`config.mk`:
```
export PLATFORM = sky130hd
export DESIGN_NAME = led_sink_blink_control
export DESIGN_NICKNAME = d
export VERILOG_FILES = /design/src/led_sink_pkg.sv /design/src/led_sink_blink_control.sv /design/src/sink_channel.sv
export VERILOG_INCLUDE_DIRS = /design/src
export SDC_FILE = /design/constraint.sdc
export NUM_CORES = 1
export LEC_CHECK = 0
export BUFFER_PORTS_ARGS = -buffer_cell sky130_fd_sc_hd__buf_2
export CAP_MARGIN = 0
export CORE_MARGIN = 3
export CORE_UTILIZATION = 69
export CTS_CLUSTER_SIZE = 8
export DETAILED_ROUTE_END_ITERATION = 16
export PLACE_DENSITY = 0.88
export SYNTH_ARGS = -nofsm -noshare
export SYNTH_HDL_FRONTEND = slang
export SYNTH_SLANG_ARGS = --single-unit
export TNS_END_PERCENT = 50
```
`constraint.sdc`:
```
create_clock -name core_clk -period 10.65 [get_ports core_clk]
set_input_delay 0 -clock core_clk [delete_from_list [all_inputs] [get_ports core_clk]]
set_output_delay 0 -clock core_clk [all_outputs]
set_load 0.01 [all_outputs]
```
`src/led_sink_params.svh`:
```
// Offsets, field positions, reset values and timing counts of the sink block
`ifndef LED_SINK_PARAMS_SVH
`define LED_SINK_PARAMS_SVH

// ==========================================================
// Clock and time base
`define CLK_MHZ          10
`define BLINK_TICK_MS    200
`define FADE_TICK_US     787

// ==========================================================
// Register offsets
`define REG_FADE_LAW     8'h0f
`define REG_SINK_ENABLE  8'h10
`define REG_TIME_UPPER   8'h11
`define REG_TIME_LOWER   8'h12
`define REG_FADE_RATE    8'h13

// ==========================================================
// Fields and reset values
`define NUM_SINKS        7
`define SINK_EN_BITS     7
`define LAW_BITS         2
`define ON_TIME_LSB      6
`define FADE_OUT_LSB     4
`define FADE_IN_LSB      0
`define REG_RESET        8'h00
`define DAC_FULL         7'h7f
`define DAC_ZERO         7'h00

// ==========================================================
// Blink lengths in time base ticks
`define ON_TICKS_0       4'h1
`define ON_TICKS_1       4'h3
`define ON_TICKS_2       4'h4
`define ON_TICKS_3       4'h6
`define OFF_TICKS_1      4'h3
`define OFF_TICKS_2      4'h6
`define OFF_TICKS_3      4'h9

`endif

```
`src/led_sink_pkg.sv`:
```
// Types and field decoders shared by the sink control block
`include "led_sink_params.svh"

package led_sink_pkg;

  typedef enum logic [1:0] {
    LAW_LINEAR   = 2'b00,
    LAW_SQUARE   = 2'b01,
    LAW_CUBIC_10 = 2'b10,
    LAW_CUBIC_11 = 2'b11
  } fade_transfer_law_t;

  typedef enum logic {
    PH_OFF = 1'b0,
    PH_ON  = 1'b1
  } blink_phase_t;

  // On length in time base ticks
  function automatic logic [3:0] on_ticks(input logic [1:0] sel);
    unique case (sel)
      2'b00: on_ticks = `ON_TICKS_0;
      2'b01: on_ticks = `ON_TICKS_1;
      2'b10: on_ticks = `ON_TICKS_2;
      2'b11: on_ticks = `ON_TICKS_3;
    endcase
  endfunction : on_ticks

  // Off length in time base ticks; code zero means no blinking
  function automatic logic [3:0] off_ticks(input logic [1:0] sel);
    unique case (sel)
      2'b00: off_ticks = 4'h0;
      2'b01: off_ticks = `OFF_TICKS_1;
      2'b10: off_ticks = `OFF_TICKS_2;
      2'b11: off_ticks = `OFF_TICKS_3;
    endcase
  endfunction : off_ticks

  // Full scale fade time in tenths of a second
  function automatic logic [5:0] rate_units(input logic [3:0] r);
    unique case (r)
      4'h0: rate_units = 6'h00;
      4'h1: rate_units = 6'h03;
      4'h2: rate_units = 6'h06;
      4'h3: rate_units = 6'h09;
      4'h4: rate_units = 6'h0c;
      4'h5: rate_units = 6'h0f;
      4'h6: rate_units = 6'h12;
      4'h7: rate_units = 6'h15;
      4'h8: rate_units = 6'h18;
      4'h9: rate_units = 6'h1b;
      4'ha: rate_units = 6'h1e;
      4'hb: rate_units = 6'h23;
      4'hc: rate_units = 6'h28;
      4'hd: rate_units = 6'h2d;
      4'he: rate_units = 6'h32;
      4'hf: rate_units = 6'h37;
    endcase
  endfunction : rate_units

endpackage : led_sink_pkg

```
`src/led_sink_blink_control.sv`:
```
// Register file, time base and seven blinking, fading current sinks
// How it works
// - Law code 00: linear DAC, equal time per code during fades.
// - Law code 01: square DAC mapping, equal time per code.
// - Law codes 10 and 11: square DAC, two distinct nonlinear dwell profiles.
// - Enable register bits 0 to 6 drive sinks one to seven; bit 7 reserved.
// - Enable 1 turns a sink on; 0 turns it off regardless of timing.
// - Enabled sink with nonzero off-time stays on the shared on-time, then off.
// - On-time codes: 0.2, 0.6, 0.8, 1.2 seconds.
// - Off-times for sinks seven, six, five sit in bits 5:4, 3:2, 1:0.
// - Off-time codes: disabled, 0.6, 1.2, 1.8 seconds.
// - Nonzero off-time: off for off-time, on for on-time, repeating.
// - Enabled sink with off-time code 00 stays on without blinking.
// - Sinks four to one take off-times from the next register, same coding.
// - Fade-out and fade-in rates are nibbles 7:4 and 3:0; zero skips fading.
// - Cubic laws keep square DAC codes but vary dwell per code.
`timescale 1ns/1ns
`include "led_sink_params.svh"

module led_sink_blink_control #(
  parameter int unsigned BLINK_TICK_CYCLES =
    `BLINK_TICK_MS * 1000 * `CLK_MHZ,
  parameter int unsigned FADE_TICK_CYCLES = `FADE_TICK_US * `CLK_MHZ
) (
  // Clock and reset
  input  wire logic             core_clk,
  input  wire logic             srst,
  // Register port
  input  wire logic [7:0]       reg_addr,
  input  wire logic [7:0]       reg_wdata,
  input  wire logic             reg_wr,
  input  wire logic             reg_rd,
  output logic [7:0]            reg_rdata,
  // Sink drive
  output logic [6:0]            sink_on,
  output logic [6:0][6:0]       sink_dac,
  output logic                  square_law
);
  import led_sink_pkg::*;

  localparam int BW = $clog2(BLINK_TICK_CYCLES + 1);
  localparam int FW = $clog2(FADE_TICK_CYCLES + 1);

  fade_transfer_law_t fade_transfer_law;
  logic [6:0]         sink_enable;
  logic [7:0]         sink_blink_time_upper;
  logic [7:0]         sink_blink_time_lower;
  logic [7:0]         fade_rates;
  logic [BW-1:0]      blink_div;
  logic [FW-1:0]      fade_div;
  logic               blink_tick;
  logic               fade_tick;
  logic [6:0][1:0]    off_sel;

  // ==========================================================
  // Register writes
  always_ff @(posedge core_clk) begin
    if (srst) begin
      fade_transfer_law     <= LAW_LINEAR;
      sink_enable           <= 7'h00;
      sink_blink_time_upper <= `REG_RESET;
      sink_blink_time_lower <= `REG_RESET;
      fade_rates            <= `REG_RESET;
    end else if (reg_wr) begin
      unique case (reg_addr)
        `REG_FADE_LAW:
          fade_transfer_law <= fade_transfer_law_t'(reg_wdata[1:0]);
        `REG_SINK_ENABLE:
          sink_enable <= reg_wdata[6:0];
        `REG_TIME_UPPER:
          sink_blink_time_upper <= reg_wdata;
        `REG_TIME_LOWER:
          sink_blink_time_lower <= reg_wdata;
        `REG_FADE_RATE:
          fade_rates <= reg_wdata;
        default: ;
      endcase
    end
  end

  // ==========================================================
  // Register reads; reserved and unmapped bits read zero
  always_ff @(posedge core_clk) begin
    if (srst) begin
      reg_rdata <= 8'h00;
    end else if (reg_rd) begin
      unique case (reg_addr)
        `REG_FADE_LAW:    reg_rdata <= {6'h00, fade_transfer_law};
        `REG_SINK_ENABLE: reg_rdata <= {1'b0, sink_enable};
        `REG_TIME_UPPER:  reg_rdata <= sink_blink_time_upper;
        `REG_TIME_LOWER:  reg_rdata <= sink_blink_time_lower;
        `REG_FADE_RATE:   reg_rdata <= fade_rates;
        default:          reg_rdata <= 8'h00;
      endcase
    end
  end

  // ==========================================================
  // Common time base
  always_ff @(posedge core_clk) begin
    if (srst || blink_div == BW'(BLINK_TICK_CYCLES - 1)) begin
      blink_div <= '0;
    end else begin
      blink_div <= blink_div + BW'(1);
    end
  end

  always_ff @(posedge core_clk) begin
    if (srst || fade_div == FW'(FADE_TICK_CYCLES - 1)) begin
      fade_div <= '0;
    end else begin
      fade_div <= fade_div + FW'(1);
    end
  end

  assign blink_tick = (blink_div == BW'(BLINK_TICK_CYCLES - 1));
  assign fade_tick  = (fade_div == FW'(FADE_TICK_CYCLES - 1));

  always_ff @(posedge core_clk) begin
    if (srst) begin
      square_law <= 1'b0;
    end else begin
      square_law <= (fade_transfer_law != LAW_LINEAR);
    end
  end

  // ==========================================================
  // Sinks
  genvar i;
  generate
    for (i = 0; i < `NUM_SINKS; i++) begin : g_sink
      if (i < 4) begin : g_lower
        assign off_sel[i] = sink_blink_time_lower[2*i +: 2];
      end else begin : g_upper
        assign off_sel[i] = sink_blink_time_upper[2*(i-4) +: 2];
      end

      sink_channel u_sink (
        .core_clk      (core_clk),
        .srst          (srst),
        .enable        (sink_enable[i]),
        .on_sel        (sink_blink_time_upper[`ON_TIME_LSB +: 2]),
        .off_sel       (off_sel[i]),
        .fade_law      (fade_transfer_law),
        .fade_in_rate  (fade_rates[`FADE_IN_LSB +: 4]),
        .fade_out_rate (fade_rates[`FADE_OUT_LSB +: 4]),
        .blink_tick    (blink_tick),
        .fade_tick     (fade_tick),
        .sink_on       (sink_on[i]),
        .dac_code      (sink_dac[i])
      );

      // ======================================================
      // Checks per sink
      a_disable_off: assert property (@(posedge core_clk) disable iff (srst)
        !sink_enable[i] |-> !sink_on[i] ##1 ($past(sink_enable[i]) ||
        sink_dac[i] == 7'h00))
        else $error("disabled sink not off");

      a_enable_start: assert property (@(posedge core_clk) disable iff (srst)
        $rose(sink_enable[i]) |-> sink_on[i])
        else $error("sink did not start in on phase");

      a_steady_on: assert property (@(posedge core_clk) disable iff (srst)
        sink_enable[i] && $past(sink_enable[i]) && $past(off_sel[i] == 2'b00)
        |-> sink_on[i])
        else $error("sink not steady on with off-time disabled");

      a_off_at_tick: assert property (@(posedge core_clk) disable iff (srst)
        $fell(sink_on[i]) && sink_enable[i] |-> $past(blink_tick))
        else $error("sink turned off between ticks");

      a_on_at_tick: assert property (@(posedge core_clk) disable iff (srst)
        $rose(sink_on[i]) |-> $rose(sink_enable[i]) || $past(blink_tick)
        || $past(off_sel[i] == 2'b00))
        else $error("sink turned on without cause");

      a_rate_jump: assert property (@(posedge core_clk) disable iff (srst)
        sink_on[i] && fade_rates[3:0] == 4'h0 && sink_enable[i]
        |=> sink_enable[i] |-> sink_dac[i] == 7'h7f)
        else $error("zero fade-in rate did not jump to full");

      a_fade_step: assert property (@(posedge core_clk) disable iff (srst)
        $past(sink_enable[i]) && $past(fade_rates[3:0] != 4'h0)
        && $past(fade_rates[7:4] != 4'h0) |->
        (sink_dac[i] - $past(sink_dac[i]) <= 7'h01 ||
         $past(sink_dac[i]) - sink_dac[i] <= 7'h01))
        else $error("fade moved more than one code");

      c_blink: cover property (@(posedge core_clk) disable iff (srst)
        sink_enable[i] && $fell(sink_on[i]));
    end
  endgenerate

  a_enable_map: assert property (@(posedge core_clk) disable iff (srst)
    reg_wr && reg_addr == 8'h10 |=> sink_enable == $past(reg_wdata[6:0]))
    else $error("enable bits not mapped to sinks");

  a_off_fields: assert property (@(posedge core_clk) disable iff (srst)
    reg_wr && reg_addr == 8'h11 |=> off_sel[6] == $past(reg_wdata[5:4])
    && off_sel[4] == $past(reg_wdata[1:0]))
    else $error("off-time fields misplaced");

  a_law_select: assert property (@(posedge core_clk) disable iff (srst)
    reg_wr && reg_addr == 8'h0f |=> ##1
    square_law == ($past(reg_wdata[1:0], 2) != 2'b00))
    else $error("law selection not applied");

  a_reserved_zero: assert property (@(posedge core_clk) disable iff (srst)
    reg_rd && reg_addr == 8'h10 |=> reg_rdata[7] == 1'b0)
    else $error("reserved enable bit read nonzero");

  c_cubic: cover property (@(posedge core_clk) disable iff (srst)
    fade_transfer_law == LAW_CUBIC_11 && sink_dac[0] != 7'h00);
  c_fade_full: cover property (@(posedge core_clk) disable iff (srst)
    sink_dac[6] == 7'h7f);
  c_read: cover property (@(posedge core_clk) disable iff (srst)
    reg_rd && reg_addr == 8'h13);

endmodule : led_sink_blink_control

```
`src/sink_channel.sv`:
```
// One current sink: blink phase and fade of its DAC code
`timescale 1ns/1ns
`include "led_sink_params.svh"

module sink_channel (
  // Clock and reset
  input  wire logic                            core_clk,
  input  wire logic                            srst,
  // Settings
  input  wire logic                            enable,
  input  wire logic [1:0]                      on_sel,
  input  wire logic [1:0]                      off_sel,
  input  wire led_sink_pkg::fade_transfer_law_t fade_law,
  input  wire logic [3:0]                      fade_in_rate,
  input  wire logic [3:0]                      fade_out_rate,
  // Time base
  input  wire logic                            blink_tick,
  input  wire logic                            fade_tick,
  // Sink drive
  output logic                                 sink_on,
  output logic [6:0]                           dac_code
);
  import led_sink_pkg::*;

  blink_phase_t phase;
  logic [3:0]   blink_cnt;
  logic [7:0]   dwell_cnt;
  logic [7:0]   dwell_len;
  logic [6:0]   target;
  logic [3:0]   rate;
  logic [2:0]   weight;

  // ==========================================================
  // Blink phase
  always_ff @(posedge core_clk) begin
    if (srst || !enable) begin
      phase     <= PH_ON;
      blink_cnt <= 4'h0;
    end else if (off_sel == 2'b00) begin
      phase     <= PH_ON;
      blink_cnt <= 4'h0;
    end else if (blink_tick) begin
      unique case (phase)
        PH_ON: begin
          if (blink_cnt + 4'h1 >= on_ticks(on_sel)) begin
            phase     <= PH_OFF;
            blink_cnt <= 4'h0;
          end else begin
            blink_cnt <= blink_cnt + 4'h1;
          end
        end
        PH_OFF: begin
          if (blink_cnt + 4'h1 >= off_ticks(off_sel)) begin
            phase     <= PH_ON;
            blink_cnt <= 4'h0;
          end else begin
            blink_cnt <= blink_cnt + 4'h1;
          end
        end
      endcase
    end
  end

  assign sink_on = enable && (phase == PH_ON);

  // ==========================================================
  // Fade toward the target code
  always_comb begin
    target = sink_on ? `DAC_FULL : `DAC_ZERO;
    rate   = (target > dac_code) ? fade_in_rate : fade_out_rate;
    unique case (fade_law)
      LAW_CUBIC_10: weight = 3'h1 + {1'b0, dac_code[6:5]};
      LAW_CUBIC_11: weight = 3'h4 - {1'b0, dac_code[6:5]};
      default:      weight = 3'h1;
    endcase
    // Widened first so that the longest dwell, 55 times 4, does not wrap
    dwell_len = {2'b00, rate_units(rate)} * {5'h00, weight};
  end

  always_ff @(posedge core_clk) begin
    if (srst || !enable) begin
      dac_code  <= `DAC_ZERO;
      dwell_cnt <= 8'h00;
    end else if (dac_code == target) begin
      dwell_cnt <= 8'h00;
    end else if (rate == 4'h0) begin
      dac_code  <= target;
      dwell_cnt <= 8'h00;
    end else if (fade_tick) begin
      if (dwell_cnt + 8'h01 >= dwell_len) begin
        dac_code  <= (target > dac_code) ? dac_code + 7'h01
                                         : dac_code - 7'h01;
        dwell_cnt <= 8'h00;
      end else begin
        dwell_cnt <= dwell_cnt + 8'h01;
      end
    end
  end

endmodule : sink_channel

```
* Yosys cells after proc, flatten, opt, wreduce, memory -nomap -nowiden
Memory sizes are Yosys's and may differ from the RTL's.
Index checks and enable logic that the tools add are counted.
** Storage, ports and cells
- Logic and storage cells :: 419
- Output and inout bits :: 65
- Memories kept :: 7
- ROM bits :: 672
- Input port bits :: 20
- Register bits after elaboration :: 216
** Memory list
- (no name shown) :: words 16, width 6, read ports 1, clocked after memory_dff 0, write ports 0, line led_sink_pkg.sv:40 : unique case (r)
- (no name shown) :: words 16, width 6, read ports 1, clocked after memory_dff 0, write ports 0, line led_sink_pkg.sv:40
- (no name shown) :: words 16, width 6, read ports 1, clocked after memory_dff 0, write ports 0, line led_sink_pkg.sv:40
- (no name shown) :: words 16, width 6, read ports 1, clocked after memory_dff 0, write ports 0, line led_sink_pkg.sv:40
- (no name shown) :: words 16, width 6, read ports 1, clocked after memory_dff 0, write ports 0, line led_sink_pkg.sv:40
- (no name shown) :: words 16, width 6, read ports 1, clocked after memory_dff 0, write ports 0, line led_sink_pkg.sv:40
- +1 memories
** Cells by class
- Multiplexer cells :: 163
- $lt $le $gt $ge :: 28
- Multipliers :: 7
- Bitwise gates (word level) :: 14
- Reductions and logical operators :: 79
- Eq/ne operators :: 40
- Add/subtract/negate cells :: 44
** Operators by type and width (count)
- two-way mux 4 bit :: 77
- two-way mux 7 bit :: 35
- case mux 4 bit (3 select lines) :: 7
- adder 8 x 1 -> 8 bit (second input constant) :: 7
- >= comparator 4 bit :: 14
- >= comparator 8 bit :: 7
- multiplier 6 x 3 -> 8 bit :: 7
- two-way mux 8 bit :: 7
- case mux 4 bit (2 select lines) :: 7
- adder 7 x 1 -> 7 bit (second input constant) :: 7
- equality test 7 bit :: 7
- greater-than comparator 7 bit :: 7
- subtractor 7 x 1 -> 7 bit (second input constant) :: 7
- case mux 3 bit (2 select lines) :: 7
- case mux 8 bit (5 select lines) :: 1
- equality test 2 bit (second input constant) :: 18
- equality test 8 x 5 -> 1 bit (second input constant) :: 4
- nonzero test 2 bit :: 15
- adder 4 x 1 -> 4 bit (second input constant) :: 7
- zero test 4 bit :: 7
- adder 1 x 2 -> 3 bit (first input constant) :: 7
- adder 21 x 1 -> 21 bit (second input constant) :: 1
- equality test 21 bit (second input constant) :: 1
- AND reduction 3 bit :: 7
- 16 further kinds :: 104

* Logic depth before layout (Yosys ltp)
An unclocked memory read counts as a cell.
- Depth after elaboration :: 10
- Depth in mapped cells :: 29
- Mapped depth without buffers :: 29

* Hierarchy
From an unflattened synthesis, not the netlist that was laid out.
** Second synthesis, totals
- Cells, all modules :: 2386
- Area, all modules :: 19991.7 um^2
** Modules (own cells, without submodules)
- sink_channel at g_sink[2].u_sink ... :: times used 3, cells an instance 284, area an instance 2308.5 um^2, seq. area each 400.4 um^2
- sink_channel at g_sink[1].u_sink ... :: times used 2, cells an instance 298, area an instance 2439.8 um^2, seq. area each 400.4 um^2
- led_sink_blink_control :: times used 1, cells an instance 344, area an instance 3367.0 um^2, seq. area each 1521.5 um^2
- sink_channel at g_sink[3].u_sink :: times used 1, cells an instance 308, area an instance 2467.4 um^2, seq. area each 400.4 um^2
- sink_channel at g_sink[0].u_sink :: times used 1, cells an instance 286, area an instance 2352.3 um^2, seq. area each 400.4 um^2

* Least setup slack after synthesis
No wires, ideal clock.
- Path type :: register -> register
- From :: reg g_sink[4].u_sink.phase
- To :: reg g_sink[4].u_sink.dac_code[3]
- Buffers on the path :: 0
- Clock period less this slack :: 6189 ps
- Stages on the path, launching flop included :: 29
- Setup slack :: 4461 ps
- Data required time :: 10505 ps
- Data arrival time :: 6044 ps
- Library setup time :: 145 ps
- Path through :: dfxtp_1 nand2_1 ha_1 nor2_1 o31ai_1 nand2_1 inv_1 mux2_2 ha_1 xor2_1 nor2_1 a211oi_1 o21ai_0 fa_1 inv_1 ha_1 a21o_1 a21oi_1 o21bai_1 a21oi_1 xnor2_1 xnor2_1 ha_1 a21o_1 a211o_1 a41o_1 and3_1 o21ai_0 a221oi_1
** Between the ends
- Longest elaborated chain between the ends :: 9
- Elaborated cells on any way between the ends :: 17
- Those cells by class :: mul: 1; order compare: 2; eq/ne: 1; mux: 6; bitwise: 1; reduce/logical: 5; memory: 1
** RTL lines
- start, declared :: line sink_channel.sv:25 : blink_phase_t phase;
- start signal, assigned :: line sink_channel.sv:37 : phase <= PH_ON;
- start signal, assigned :: line sink_channel.sv:40 : phase <= PH_ON;
- start signal, assigned :: line sink_channel.sv:46 : phase <= PH_OFF;
- logical AND 1 bit (*) :: line sink_channel.sv:64 : assign sink_on = enable && (phase == PH_ON);
- two-way mux 7 bit (no line) (*)
- greater-than comparator 7 bit :: line sink_channel.sv:70, sink_channel.sv:91
- two-way mux 4 bit :: line sink_channel.sv:70 : rate = (target > dac_code) ? fade_in_rate : fade_out_rate;
- memory (16 x 6 bit)
- multiplier 6 x 3 -> 8 bit :: line sink_channel.sv:77 : dwell_len = {2'b00, rate_units(rate)} * {5'h00, weight};
- >= comparator 8 bit :: line sink_channel.sv:90 : if (dwell_cnt + 8'h01 >= dwell_len) begin
- nonzero test 2 bit (no line)
- AND reduction 3 bit (no line)
- end signal, assigned :: line sink_channel.sv:82 : dac_code <= `DAC_ZERO;
- end signal, assigned :: line sink_channel.sv:87 : dac_code <= target;
- end signal, assigned :: line sink_channel.sv:91 : dac_code <= (target > dac_code) ? dac_code + 7'h01
- end, declared :: line sink_channel.sv:21 : output logic [6:0] dac_code
Every way passes the cells marked *; elsewhere a longest branch is shown, timed or not. The select of a mux whose other input is x is not followed.
A chain may end at the register's enable or synchronous reset.

* Final worst setup path
Same ends and word-level chain as after synthesis.

==> metrics.yaml <==
status: "finished, final reports clean"
power_density_nw_per_um2: 80.5
synthToLayoutAreaGrowth_pct: 8.41
cts_buffers: 31
max_slew_margin_pct: 37.3
clock_latency_ns: 0.58
ir_drop_uv: 148
rsz0062_at_grt: "false"
ant_nets: 0
antenna_found_initial: 1
finalCritPeriodShare_pct: 67.0
port_buffers: 84
post_cts.repair.setup_buffers: 0
setup_viol: 0
dieHeight_um: 177
grtUsageMet3_pct: 5.53
hold_path_class: "in2reg"
drt_iter0_markers: 1659
core-area_um2: 28300
use_met2_pct: 57.4
holdWs_ns: 0.0396
ys.flop_type: "dfxtp_1"
synth.net_count: 2751
fin_tns_setup_ns: 0
use_met1_pct: 40.5
hpwl_um: 38900
clockBufferDepth: 3
nets: 2827
syn_inst: 2434
yosysUniqueCellTypes: 93
clock.fmax_ghz: 0.140
worstSetupPathType: "reg2reg"
min_period_ns: 7.13
crit_fanout: 9
cp.required_ns: 11.08
dr_total_vias: 18751
fin_ws_ns: 3.52
die_w_um: 177
syn_area_um2: 20200
root_buffer: "clkbuf_16"
track_usage_pct: 33.2
ctsHoldBuffers: 16
drc: 0
core.rowCount: 61
wl_per_cell_um: 18.3
ys_warn_count: 0
hold_depth: 3
top_usage_layer: "met2"
final_util_pct: 77.2
maxCapViolations: 0
crit_path_top_delay_cell: "fa_1"
grt_pass1_vias: 18407
r2r_cells: 28
ios: 85
vias_per_cell: 6.48
startpoint_type: "flop"
cp.arrival_ns: 7.56
wl_um: 53000
drive_above_1_share_pct: 8.16
synth_seq_cells: 216
synth_edf_count: 0
grt_pass1_wl_um: 87700
tightestPinTransition_ns: 0.914
grt_max_degree: 60
pre_cts_ws_ns: 3.64
r2r-start: "g_sink[4].u_sink.phase$_SDFFE_PP1P_"
leakage_nw: 9.98
hold_start: "srst"
reg2reg_slack_ns: 3.52
clk_pin_slew_worst_paths_ns: 0.05
synth-async-reset-ratio_pct: 0
cts_resized: 0
synth_seq_area_share_pct: 21.4
critPathMostFrequentCell: "ha_1"
gp_congestion: 0.956
timing.rr.end: "g_sink[4].u_sink.dac_code[3]$_SDFFE_PP0P_"
grt_overflow_total: 0
cp-end-kind: "flop"
syn_avg_cell_area_um2: 8.29
slowest_delay_ns: 0.56
hold_violations: 0
dr.pass1.iters: 6
drv_slew: 0
h-tree-depth: 1
start_util_pct: 71.3
skew_ns: 0.0194
cts_tree: "yes"
clock_sinks: 216
min_to: "fade_rates[5]$_SDFFE_PP0P_"
fp.dieArea_um2: 31300
==> synth_stat cells (all sizes together) (21+ instances only) <==
cell type	instances	area share [%]
dfxtp	216	21
xor2	86	3.7
and2	21	0.65
ha	255	16
a21o	70	2.6
mux2i	75	3.9
inv	185	3.4
xnor2	81	3.5
clkbuf	52	0.97
nand2b	59	1.8
nor2b	32	0.99
a22oi	26	0.97
nand3	95	2.4
o21ai	94	2.3
and3	33	1.0
a211oi	61	2.3
nor4	21	0.71
nand2	165	3.2
o211ai	44	1.6
nor2	215	4.0
a21oi	169	4.2
fa	42	4.2
==> per-stage QoR <==
stage          power (mW)  cell area [µm²]  cells
2_1_floorplan       0.851            20200   2434
3_3_place_gp        0.862            20900   2839
3_5_place_dp        0.863            20900   2839
4_1_cts              1.77            21900   2891
5_1_grt              1.80            21900   2891
6_report             1.76            21900   2892
==> layout by cell type, fill, tap and decap left out, types with 72 or more instances in the layout <==
cell	netlist	final
inv_1	182	182
a21oi_1	168	168
nor2_1	215	215
buf_2	3	84
xnor2_1	81	81
dfxtp_1	216	216
mux2i_1	72	72
ha_1	255	255
nand2_1	163	163
o21ai_0	91	91
nand3_1	94	94
xor2_1	86	86
==> worst max-delay path: cells and delay by family (launching register included) <==
kind	cells	cell delay, ns
buffers and inverters	2	0.40
DFF	1	0.39
AOI/OAI and AO/OA	12	2.72
xor gates and xnor gates	3	0.46
and+or+nand+nor	5	0.77
adders and majority gates	5	1.79
muxes	1	0.45
==> registers in the layout, indices dropped and copies added, names as in the netlist, 8 cells and up <==
register,flops
g_sink.u_sink.dwell_cnt,56
g_sink.u_sink.dac_code,49
g_sink.u_sink.blink_cnt,28
blink_div,21
fade_div,13
fade_rates,8
reg_rdata,8
sink_blink_time_lower,8
sink_blink_time_upper,8
==> power breakdown <==
| group | leakage, nW | switching (mW) | internal [mW] |
|---|---|---|---|
| clock | 0.415 | 0.366 | 0.543 |
| sequential | 1.74 | 0.00270 | 0.812 |
| combinational | 7.83 | 0.0225 | 0.0146 |
==> cells by family after synthesis <==
logic type                 count (synthesis)  synth area share (%)
AOI/OAI and AO/OA                        644                  21.6
muxes                                     98                  5.57
xor gates and xnor gates                 169                  7.47
adders and majority gates                297                  20.0
and+or+nand+nor                          753                  18.9
DFF                                      216                  21.4
buffers and inverters                    257                  5.02
==> layer usage <==
layer  vias up  wire [µm]
li1       8950          -
met1      8881      21600
met2       712      25200
met3       206       3680
met4         2       2570
met5         -         13
==> layout make-up <==
| cell class | instances | area [µm²] |
|---|---|---|
| Multi-Input combinational cell | 1961 | 14800 |
| Fill cell | 2003 | 6440 |
| Sequential cell | 216 | 4320 |
| Clock buffer | 34 | 797 |
| Inverter | 185 | 694 |
| Timing Repair Buffer | 115 | 693 |
| Tap cell | 378 | 473 |
| Clock inverter | 2 | 50.0 |
| Antenna cell | 1 | 2.50 |
==> how the worst max path moves through the flow <==
stage	cells past startpoint	slack, ns	end	start
floorplan	28	4.46	g_sink[4].u_sink.dac_code[3]$_SDFFE_PP0P_	g_sink[4].u_sink.phase$_SDFFE_PP1P_
global placement	28	3.98	g_sink[4].u_sink.dac_code[3]$_SDFFE_PP0P_	g_sink[4].u_sink.phase$_SDFFE_PP1P_
detailed placement	28	3.64	g_sink[4].u_sink.dac_code[3]$_SDFFE_PP0P_	g_sink[4].u_sink.phase$_SDFFE_PP1P_
CTS	28	3.61	g_sink[4].u_sink.dac_code[3]$_SDFFE_PP0P_	g_sink[4].u_sink.phase$_SDFFE_PP1P_
global route	29	2.74	g_sink[2].u_sink.dac_code[6]$_SDFFE_PP0P_	sink_enable[2]$_SDFFE_PP0P_
finish	28	3.52	g_sink[4].u_sink.dac_code[3]$_SDFFE_PP0P_	g_sink[4].u_sink.phase$_SDFFE_PP1P_
(Power assumes the default switching activity.)
